==> src/pkg/cgr_params.svh <==
`ifndef CGR_PARAMS_SVH
`define CGR_PARAMS_SVH

// serial access
`define CGR_SLAVE_ADDR      8'hD2
`define CGR_CMD_BYTE_BIT    7
`define CGR_BLOCK_COUNT     8'h0F
`define CGR_FIRST_BYTE      4'h1
`define CGR_LAST_BYTE       4'h9

// power-up values, bytes 1..9 (bytes 7 and 8 upper nibble come from id parameters)
`define CGR_RST_B1          8'h85
`define CGR_RST_B2          8'hFF
`define CGR_RST_B3          8'hFF
`define CGR_RST_B4          8'hFF
`define CGR_RST_B5          8'h00
`define CGR_RST_B6          8'h00
`define CGR_RST_B8_LOW      4'h3
`define CGR_RST_B9          8'h25

// bits that software may change; all others hold their power-up value
`define CGR_WMASK_B1        8'h7E
`define CGR_WMASK_B2        8'hC0
`define CGR_WMASK_B4        8'h7F
`define CGR_WMASK_B6        8'h28
`define CGR_WMASK_B8        8'h03
`define CGR_WMASK_B9        8'h1F

// field positions
`define CGR_B1_MAIN_DIR     6
`define CGR_B1_AUX_DIR      5
`define CGR_B1_CFG_HI       4
`define CGR_B1_CFG_LO       1
`define CGR_B2_REF_EN       7
`define CGR_B2_USB_EN       6
`define CGR_B4_STORAGE_EN   6
`define CGR_B4_SERIAL_EN    5
`define CGR_B4_VIDEO96_EN   4
`define CGR_B4_CPU1_EN      3
`define CGR_B4_CPU0_EN      2
`define CGR_B4_MAIN_SS_EN   1
`define CGR_B4_AUX_SS_EN    0
`define CGR_B6_REF_SLEW     5
`define CGR_B6_V27_SLEW     3
`define CGR_B8_V27_NSS_EN   1
`define CGR_B8_V27_SS_EN    0
`define CGR_B9_TEST_SEL     4
`define CGR_B9_TEST_ENTRY   3
`define CGR_B9_AMP_HI       2

`endif

==> src/pkg/cgr_pkg.sv <==
package cgr_pkg;

    typedef enum logic [6:0] {
        CGR_IDLE = 7'b000_0001,
        CGR_ADDR = 7'b000_0010,
        CGR_CMD  = 7'b000_0100,
        CGR_WR   = 7'b000_1000,
        CGR_ACK  = 7'b001_0000,
        CGR_RD   = 7'b010_0000,
        CGR_MACK = 7'b100_0000
    } cgr_state_e;

    typedef logic [7:0] cgr_byte_t;

endpackage : cgr_pkg

==> src/cgr_in_sync.sv <==
module cgr_in_sync #(
    parameter int          WIDTH = 2,
    parameter logic [1:0]  RST   = 2'h3
) (
    input  wire logic             i_sys_clk,
    input  wire logic             i_reset,
    input  wire logic             i_clk_en,
    input  wire logic [WIDTH-1:0] i_async,
    output logic      [WIDTH-1:0] o_level
);

    logic [WIDTH-1:0] s1;
    logic [WIDTH-1:0] s2;
    logic [WIDTH-1:0] s3;
    logic [WIDTH-1:0] next_level;

    // a bit only moves once the second and third stage agree
    always_comb begin
        for (int i = 0; i < WIDTH; i++) begin
            next_level[i] = (s2[i] == s3[i]) ? s3[i] : o_level[i];
        end
    end

    always_ff @(posedge i_sys_clk) begin
        if (i_reset) begin
            s1      <= RST[WIDTH-1:0];
            s2      <= RST[WIDTH-1:0];
            s3      <= RST[WIDTH-1:0];
            o_level <= RST[WIDTH-1:0];
        end else if (i_clk_en) begin
            s1      <= i_async;
            s2      <= s1;
            s3      <= s2;
            o_level <= next_level;
        end
    end

endmodule : cgr_in_sync

==> src/cgr_regs.sv <==
// Notes on behaviour
// - Byte 1 bits 6 and 5 pick down (0) or center (1) spread for main and aux synth, default 0.
// - The aux synth config field in byte 1 bits 4:1 applies only while the source select is 0.
// - Byte 2 bit 7 enables the crystal buffer output and powers up as 1.
// - Byte 2 bit 6 enables the 48 MHz bus clock output and powers up as 1.
// - Byte 4 bits 6:2 enable storage, serial, video 96, processor 1 and 0 clocks, default 1.
// - Byte 6 bit 5 is the middle reference slew bit, 0 high slew and 1 low slew.
// - Byte 6 bit 3 is the middle 27 MHz slew bit, 0 high slew and 1 low slew.
// - Byte 8 bits 1 and 0 enable the non-spread and spread 27 MHz video outputs, default 1.
// - Byte 9 bit 4 picks test behaviour, 0 tri-states all outputs, 1 drives reference over N.
// - Byte 9 bit 3 enters the selected test mode when 1, default 0.
// - Byte 9 bits 2:0 set differential amplitude, 0.30 V plus 0.10 V per step, default 101.
// - Access is over the two-wire bus at address 11010010, command bit 7 picks byte access.
// - Every register holds its power-up value before the first access.
`include "cgr_params.svh"
module cgr_regs #(
    parameter logic [3:0] REV_CODE    = 4'h3,  // arbitrary value
    parameter logic [3:0] VENDOR_CODE = 4'h5,  // arbitrary value
    parameter logic [3:0] PART_CODE   = 4'h6   // arbitrary value
) (
    input  wire logic       i_sys_clk,
    input  wire logic       i_reset,
    input  wire logic       i_clk_en,
    input  wire logic       i_scl,
    input  wire logic       i_sda,
    input  wire logic       i_serial_link_clock_source_select,
    output logic            o_sda_out,
    output logic            o_sda_oe,
    output logic            o_main_synth_spread_direction,
    output logic            o_aux_synth_spread_direction,
    output logic [3:0]      o_aux_synth_config_field,
    output logic            o_aux_synth_config_active,
    output logic            o_crystal_buffer_enable,
    output logic            o_usb_48mhz_enable,
    output logic            o_storage_link_output_enable,
    output logic            o_serial_link_output_enable,
    output logic            o_video_96mhz_output_enable,
    output logic            o_processor_clock_1_enable,
    output logic            o_processor_clock_0_enable,
    output logic            o_main_synth_spread_enable,
    output logic            o_aux_synth_spread_enable,
    output logic            o_crystal_buffer_slew_middle_bit,
    output logic            o_video_27mhz_slew_middle_bit,
    output logic            o_video_27mhz_nonspread_enable,
    output logic            o_video_27mhz_spread_enable,
    output logic            o_test_outputs_tristate,
    output logic            o_test_outputs_ref_div,
    output logic [2:0]      o_differential_amplitude_code
);

    localparam logic [7:0] SLAVE_ADDR = `CGR_SLAVE_ADDR;

    function automatic cgr_pkg::cgr_byte_t reg_mask(input logic [3:0] idx);
        case (idx)
            4'h1:    reg_mask = `CGR_WMASK_B1;
            4'h2:    reg_mask = `CGR_WMASK_B2;
            4'h4:    reg_mask = `CGR_WMASK_B4;
            4'h6:    reg_mask = `CGR_WMASK_B6;
            4'h8:    reg_mask = `CGR_WMASK_B8;
            4'h9:    reg_mask = `CGR_WMASK_B9;
            default: reg_mask = 8'h00;
        endcase
    endfunction : reg_mask

    function automatic cgr_pkg::cgr_byte_t reg_reset(input logic [3:0] idx);
        case (idx)
            4'h1:    reg_reset = `CGR_RST_B1;
            4'h2:    reg_reset = `CGR_RST_B2;
            4'h3:    reg_reset = `CGR_RST_B3;
            4'h4:    reg_reset = `CGR_RST_B4;
            4'h6:    reg_reset = `CGR_RST_B6;
            4'h7:    reg_reset = {REV_CODE, VENDOR_CODE};
            4'h8:    reg_reset = {PART_CODE, `CGR_RST_B8_LOW};
            4'h9:    reg_reset = `CGR_RST_B9;
            default: reg_reset = `CGR_RST_B5;
        endcase
    endfunction : reg_reset

    logic [1:0]            line;
    logic                  scl_d;
    logic                  sda_d;
    cgr_pkg::cgr_state_e   state,    next_state;
    cgr_pkg::cgr_state_e   after,    next_after;
    logic [3:0]            bit_cnt,  next_bit_cnt;
    cgr_pkg::cgr_byte_t    shreg,    next_shreg;
    logic [6:0]            ptr,      next_ptr;
    logic                  block,    next_block;
    logic                  first,    next_first;
    logic                  sda_oe,   next_sda_oe;
    cgr_pkg::cgr_byte_t    regs      [1:9];
    cgr_pkg::cgr_byte_t    next_regs [1:9];
    logic                  in_range;
    logic                  wr_fire;
    cgr_pkg::cgr_byte_t    tx_byte;

    cgr_in_sync #(.WIDTH(2), .RST(2'h3)) u_sync (
        .i_sys_clk (i_sys_clk),
        .i_reset   (i_reset),
        .i_clk_en  (i_clk_en),
        .i_async   ({i_scl, i_sda}),
        .o_level   (line)
    );

    wire scl_rise = line[1] & ~scl_d;
    wire scl_fall = ~line[1] & scl_d;
    wire start_c  = line[1] & scl_d & sda_d & ~line[0];
    wire stop_c   = line[1] & scl_d & ~sda_d & line[0];
    wire byte_end = scl_fall && (bit_cnt == 4'd8);

    always_comb begin
        in_range = (ptr >= {3'h0, `CGR_FIRST_BYTE}) && (ptr <= {3'h0, `CGR_LAST_BYTE});
        tx_byte  = (block && first) ? `CGR_BLOCK_COUNT : (in_range ? regs[ptr[3:0]] : 8'h00);
        wr_fire  = i_clk_en && (state == cgr_pkg::CGR_WR) && byte_end && !first && in_range;
        next_state   = state;
        next_after   = after;
        next_bit_cnt = bit_cnt;
        next_shreg   = shreg;
        next_ptr     = ptr;
        next_block   = block;
        next_first   = first;
        next_sda_oe  = sda_oe;
        for (int i = 1; i <= 9; i++) begin
            next_regs[i] = regs[i];
        end
        if (scl_rise && state != cgr_pkg::CGR_RD && state != cgr_pkg::CGR_MACK) begin
            next_shreg = {shreg[6:0], line[0]};
        end
        if (scl_rise) begin
            next_bit_cnt = bit_cnt + 4'd1;
        end
        if (start_c) begin
            // a repeated start keeps the pointer set by the command
            next_state   = cgr_pkg::CGR_ADDR;
            next_bit_cnt = 4'd0;
            next_sda_oe  = 1'b0;
        end else if (stop_c) begin
            next_state  = cgr_pkg::CGR_IDLE;
            next_sda_oe = 1'b0;
        end else begin
            case (state)
                cgr_pkg::CGR_ADDR: begin
                    if (byte_end) begin
                        next_bit_cnt = 4'd0;
                        if (shreg[7:1] == SLAVE_ADDR[7:1]) begin
                            next_sda_oe = 1'b1;
                            next_state  = cgr_pkg::CGR_ACK;
                            next_after  = shreg[0] ? cgr_pkg::CGR_RD : cgr_pkg::CGR_CMD;
                        end else begin
                            next_state = cgr_pkg::CGR_IDLE;
                        end
                    end
                end
                cgr_pkg::CGR_CMD: begin
                    if (byte_end) begin
                        next_bit_cnt = 4'd0;
                        next_block   = !shreg[`CGR_CMD_BYTE_BIT];
                        next_first   = !shreg[`CGR_CMD_BYTE_BIT];
                        next_ptr     = shreg[`CGR_CMD_BYTE_BIT] ? shreg[6:0] : 7'h00;
                        next_sda_oe  = 1'b1;
                        next_state   = cgr_pkg::CGR_ACK;
                        next_after   = cgr_pkg::CGR_WR;
                    end
                end
                cgr_pkg::CGR_WR: begin
                    if (byte_end) begin
                        next_bit_cnt = 4'd0;
                        next_sda_oe  = 1'b1;
                        next_state   = cgr_pkg::CGR_ACK;
                        // block writes lead with a count byte that only gets acknowledged
                        if (first) begin
                            next_first = 1'b0;
                        end else begin
                            next_ptr = ptr + 7'd1;
                        end
                        if (wr_fire) begin
                            next_regs[ptr[3:0]] = (shreg & reg_mask(ptr[3:0]))
                                | (regs[ptr[3:0]] & ~reg_mask(ptr[3:0]));
                        end
                    end
                end
                cgr_pkg::CGR_ACK, cgr_pkg::CGR_MACK: begin
                    if (state == cgr_pkg::CGR_MACK && scl_rise && line[0]) begin
                        next_state = cgr_pkg::CGR_IDLE;
                    end else if (scl_fall && (state == cgr_pkg::CGR_MACK
                                 || after == cgr_pkg::CGR_RD)) begin
                        next_bit_cnt = 4'd0;
                        next_shreg   = tx_byte;
                        next_sda_oe  = !tx_byte[7];
                        next_state   = cgr_pkg::CGR_RD;
                        if (first) begin
                            next_first = 1'b0;
                        end else begin
                            next_ptr = ptr + 7'd1;
                        end
                    end else if (scl_fall) begin
                        next_bit_cnt = 4'd0;
                        next_sda_oe  = 1'b0;
                        next_state   = after;
                    end
                end
                cgr_pkg::CGR_RD: begin
                    if (byte_end) begin
                        next_sda_oe = 1'b0;
                        next_bit_cnt = 4'd0;
                        next_state  = cgr_pkg::CGR_MACK;
                    end else if (scl_fall) begin
                        next_sda_oe = !shreg[6];
                        next_shreg  = {shreg[6:0], 1'b0};
                    end
                end
                default: begin
                    next_state = cgr_pkg::CGR_IDLE;
                end
            endcase
        end
    end

    always_ff @(posedge i_sys_clk) begin
        if (i_reset) begin
            scl_d   <= 1'b1;
            sda_d   <= 1'b1;
            state   <= cgr_pkg::CGR_IDLE;
            after   <= cgr_pkg::CGR_IDLE;
            bit_cnt <= 4'd0;
            shreg   <= 8'h00;
            ptr     <= 7'h00;
            block   <= 1'b0;
            first   <= 1'b0;
            sda_oe  <= 1'b0;
            for (int i = 1; i <= 9; i++) begin
                regs[i] <= reg_reset(4'(i));
            end
        end else if (i_clk_en) begin
            scl_d   <= line[1];
            sda_d   <= line[0];
            state   <= next_state;
            after   <= next_after;
            bit_cnt <= next_bit_cnt;
            shreg   <= next_shreg;
            ptr     <= next_ptr;
            block   <= next_block;
            first   <= next_first;
            sda_oe  <= next_sda_oe;
            for (int i = 1; i <= 9; i++) begin
                regs[i] <= next_regs[i];
            end
        end
    end

    // derived controls, registered so every output leaves a flip-flop
    logic next_cfg_active;
    logic next_tristate;
    logic next_ref_div;

    always_comb begin
        next_cfg_active = !i_serial_link_clock_source_select;
        next_tristate   = regs[9][`CGR_B9_TEST_ENTRY] && !regs[9][`CGR_B9_TEST_SEL];
        next_ref_div    = regs[9][`CGR_B9_TEST_ENTRY] && regs[9][`CGR_B9_TEST_SEL];
    end

    always_ff @(posedge i_sys_clk) begin
        if (i_reset) begin
            o_sda_out                 <= 1'b0;
            o_aux_synth_config_active <= 1'b0;
            o_test_outputs_tristate   <= 1'b0;
            o_test_outputs_ref_div    <= 1'b0;
        end else if (i_clk_en) begin
            o_sda_out                 <= 1'b0;
            o_aux_synth_config_active <= next_cfg_active;
            o_test_outputs_tristate   <= next_tristate;
            o_test_outputs_ref_div    <= next_ref_div;
        end
    end

    assign o_sda_oe                         = sda_oe;
    assign o_main_synth_spread_direction    = regs[1][`CGR_B1_MAIN_DIR];
    assign o_aux_synth_spread_direction     = regs[1][`CGR_B1_AUX_DIR];
    assign o_aux_synth_config_field         = regs[1][`CGR_B1_CFG_HI:`CGR_B1_CFG_LO];
    assign o_crystal_buffer_enable          = regs[2][`CGR_B2_REF_EN];
    assign o_usb_48mhz_enable               = regs[2][`CGR_B2_USB_EN];
    assign o_storage_link_output_enable     = regs[4][`CGR_B4_STORAGE_EN];
    assign o_serial_link_output_enable      = regs[4][`CGR_B4_SERIAL_EN];
    assign o_video_96mhz_output_enable      = regs[4][`CGR_B4_VIDEO96_EN];
    assign o_processor_clock_1_enable       = regs[4][`CGR_B4_CPU1_EN];
    assign o_processor_clock_0_enable       = regs[4][`CGR_B4_CPU0_EN];
    assign o_main_synth_spread_enable       = regs[4][`CGR_B4_MAIN_SS_EN];
    assign o_aux_synth_spread_enable        = regs[4][`CGR_B4_AUX_SS_EN];
    assign o_crystal_buffer_slew_middle_bit = regs[6][`CGR_B6_REF_SLEW];
    assign o_video_27mhz_slew_middle_bit    = regs[6][`CGR_B6_V27_SLEW];
    assign o_video_27mhz_nonspread_enable   = regs[8][`CGR_B8_V27_NSS_EN];
    assign o_video_27mhz_spread_enable      = regs[8][`CGR_B8_V27_SS_EN];
    assign o_differential_amplitude_code    = regs[9][`CGR_B9_AMP_HI:0];
endmodule : cgr_regs

==> config.mk <==
export PLATFORM = sky130hd
export DESIGN_NAME = cgr_regs
export DESIGN_NICKNAME = d
export VERILOG_FILES = /design/src/pkg/cgr_pkg.sv /design/src/cgr_in_sync.sv /design/src/cgr_regs.sv
export VERILOG_INCLUDE_DIRS = /design/src /design/src/pkg
export SDC_FILE = /design/constraint.sdc
export NUM_CORES = 1
export LEC_CHECK = 0
export BUFFER_PORTS_ARGS = -buffer_cell sky130_fd_sc_hd__buf_2
export CAP_MARGIN = 20
export CORE_MARGIN = 3
export CORE_UTILIZATION = 39
export CTS_BUF_LIST = sky130_fd_sc_hd__clkbuf_8
export CTS_CLUSTER_DIAMETER = 80
export DETAILED_ROUTE_END_ITERATION = 6
export PLACE_DENSITY = 0.58
export SYNTH_ARGS = -nofsm -noshare
export SYNTH_HDL_FRONTEND = slang
export SYNTH_SLANG_ARGS = --single-unit
==> constraint.sdc <==
create_clock -name i_sys_clk -period 8.6 [get_ports i_sys_clk]
set_clock_uncertainty 0.15 [all_clocks]
set_input_delay 1.72 -clock i_sys_clk [delete_from_list [all_inputs] [get_ports i_sys_clk]]
set_output_delay 1.72 -clock i_sys_clk [all_outputs]
set_load 0.005 [all_outputs]
==> reports/qor.yml <==
clkLatencyLatePin_ns: 0.45
dp.cells: 960
async_flop_share_pct: 0
yosys_warnings: 0
crit_fanout: 26
grt.busiest_layer: "met2"
synth_area_leaders: "edfxtp_1 31%, dfxtp_1 14%, nand2_1 6.1%, a21oi_1 4.2%, mux2i_1 3.8%"
synth_top_family_by_area: "compound AO/OA/AOI/OAI gates"
drt-initial-drc-count: 670
grt_use_met1_pct: 28.8
power_density_nw_per_um2: 165
synth_xor_area_share_pct: 1.25
slowest_delay_ns: 0.52
swShare_pct: 23.8
layout.cells.non_filler: 992
period_share_pct: 45.6
crit_type: "in -> reg"
routed-via-count: 6011
grt_max_degree: 73
antenna_left: 0
cts_tree: "built"
setup_tns_ns: 0
synthMuxAreaShare_pct: 7.85
start_util_pct: 40.2
die_w_um: 140
avgRoutedWirePerCell_um: 19.9
viasPerCell: 6.06
clkTransAtPathRegs_ns: 0.07
worstPathArrival_ns: 4.10
synth_compound_area_share_pct: 20.1
wl_um: 19700
pwr-share-comb_pct: 4.4
area_growth_syn_to_layout_pct: 9.02
cp_cell_sequence: "buf_2 > inv_1 > nor3_1 > nand4_1 > a21oi_1 > mux2_2"
nNetsFinal: 766
synth_cell_type_count: 64
period_needed_ns: 3.92
drive_gt1_share_pct: 13.4
finalHoldViolations: 0
drv_slew: 0
setup_viol: 0
cts_root_buf: "clkbuf_8"
antenna_found_initial: 0
power.switching_uw: 301
rsz0062_at_grt: "false"
irDropWorstVdd_uv: 135
maxCapViolations: 0
timing.hold.ws_ns: 0.308
critical-path-slowest-cell: "a21oi_1"
critical_path.startpoint_type: "input pin"
rows: 48
crit_required_ns: 8.78
grtUsageMet2_pct: 30.2
synthFlopType: "edfxtp_1"
setup_ws_ns: 4.68
met3_usage_pct: 4.13
setup.worst_path.end_class: "flop"
outcome: "complete, no violations"
cts_buffers: 17
p_leak_nw: 2.62
netlist_instances: 766
synth_area_leader_cell: "edfxtp_1"
cts_hold_buf: 0
fin_util_pct: 43.9
seqPwrFrac_pct: 50.5
grt_pass1_wl_um: 31200
max_freq_mhz: 255
synth_area_um2: 7030
gp_congestion: 0.900
coreArea_um2: 17500
die_h_um: 140
cts-resized-gates: 0
p_int_uw: 962
clkPwrFrac_pct: 45.1
grtUsageTotal_pct: 20.0
drc: 0
drt_first_pass_iters: 5
placed_cell_area_um2: 7230
cts_max_path_buffers: 2
dp_hpwl_um: 13300
dp_slack_ns: 4.26
synth_edf_count: 72
cts_setup_buffers: 0
synth-simple-area-share_pct: 19.7
min_path_type: "reg -> reg"
synth_top_area_share_pct: 30.8
synth_fa_ha_area_share_pct: 1.07
cts.sinks: 122
synth_seq_cells: 122
avgSynthCellArea_um2: 9.18
syn_nets: 778
relSlewSlack_pct: 35.6
htreeDepth: 4
fin_area_um2: 7660
globalRouteOverflowTotal: 0
io_pins: 33
worst_pin_slew_ns: 0.966
total_power_mw: 1.26
ys_seq_area_share_pct: 45.0
fp.dieArea_um2: 19700
grt_pass1_vias: 5549
io_buffers: 31
num_antenna_cells: 0
worst max-delay path, delay by kind of cell:
| family | cells | cell delay, ns |
|---|---|---|
| AO/OA/AOI/OAI | 1 | 0.52 |
| buffers and inverters | 2 | 0.83 |
| multiplexers | 1 | 0.40 |
| AND/OR/NAND/NOR | 2 | 0.62 |
power groups by stage:
stage,combinational [mW],clock [mW],sequential (mW)
final,0.0556,0.570,0.638
after global routing,0.0609,0.605,0.640
after CTS,0.0555,0.578,0.638
after detailed placement,0.0552,0,0.651
after global placement,0.0533,0,0.651
after floorplan,0.0407,0,0.649
layout by cell type, fill, tap and decap left out, drive strengths merged, types with 8 or more instances in the layout:
cell type,n
and2,15
nand3,35
a211oi,9
o211ai,27
nor2,46
edfxtp,72
mux2i,27
clkbuf,17
nand2,114
a21oi,59
dfxtp,50
a2111oi,8
nand2b,14
nor2b,9
inv,18
nor3,12
o21ai,56
mux2,11
buf,38
or3,8
a221oi,12
synthesized netlist by cell type (all sizes together) (7+ instances only):
cell type  instances
nor2b              9
mux2i             27
nor2              46
and2              15
nand2            114
buf               26
a2111oi            8
nor3              12
inv               12
a221oi            12
a21oi             59
nand2b            14
nand3             35
mux4               7
o211ai            27
dfxtp             50
clkbuf            43
mux2              11
o21ai             56
or3                8
edfxtp            72
a211oi             9
metal layers:
layer	vias to the layer above	share of wire, %
li1	2801	-
met1	2933	46
met2	243	45
met3	34	6.8
met4	0	2.0
met5	-	0
kinds of logic (layout without fill, tap and decap cells):
family                   count (synthesis)  count (layout)
AND/OR/NAND/NOR                        289             289
AO/OA/AOI/OAI                          212             212
flip-flops                             122             122
buffers and inverters                   81              82
multiplexers                            45              45
XOR/XNOR                                10              10
adder cells (fa/ha/maj)                  6               6
other                                    1               1
worst paths after layout:
kind / from / endpoint / slack (ns) / cells past startpoint
setup / recovery: i_clk_en / ptr[4] / 4.68 / 6
hold reg to reg: u_sync.s3[0] / u_sync.s3[0] / 0.31 / 2
hold / removal: u_sync.s3[0] / u_sync.s3[0] / 0.31 / 2
setup reg to reg: ptr[0] / regs[9][4] / 5.25 / 6
sequential cells by signal, summed over array words and instances, names as in the netlist, 4 cells and up, named ones only:
| register | cells |
|---|---|
| after | 4 |
| regs | 72 |
| ptr | 7 |
| bit_cnt | 4 |
| state | 7 |
| shreg | 8 |
cell type report:
| cell class | instances | area (um^2) |
|---|---|---|
| sequential | 122 | 3160 |
| clock buffer | 17 | 234 |
| fill | 1676 | 9810 |
| timing repair buffer | 38 | 208 |
| multi-input combinational | 563 | 3540 |
| clock inverter | 15 | 196 |
| tap | 225 | 282 |
| inverter | 12 | 45.0 |
No activity file was read; power rests on OpenSTA's default activity.
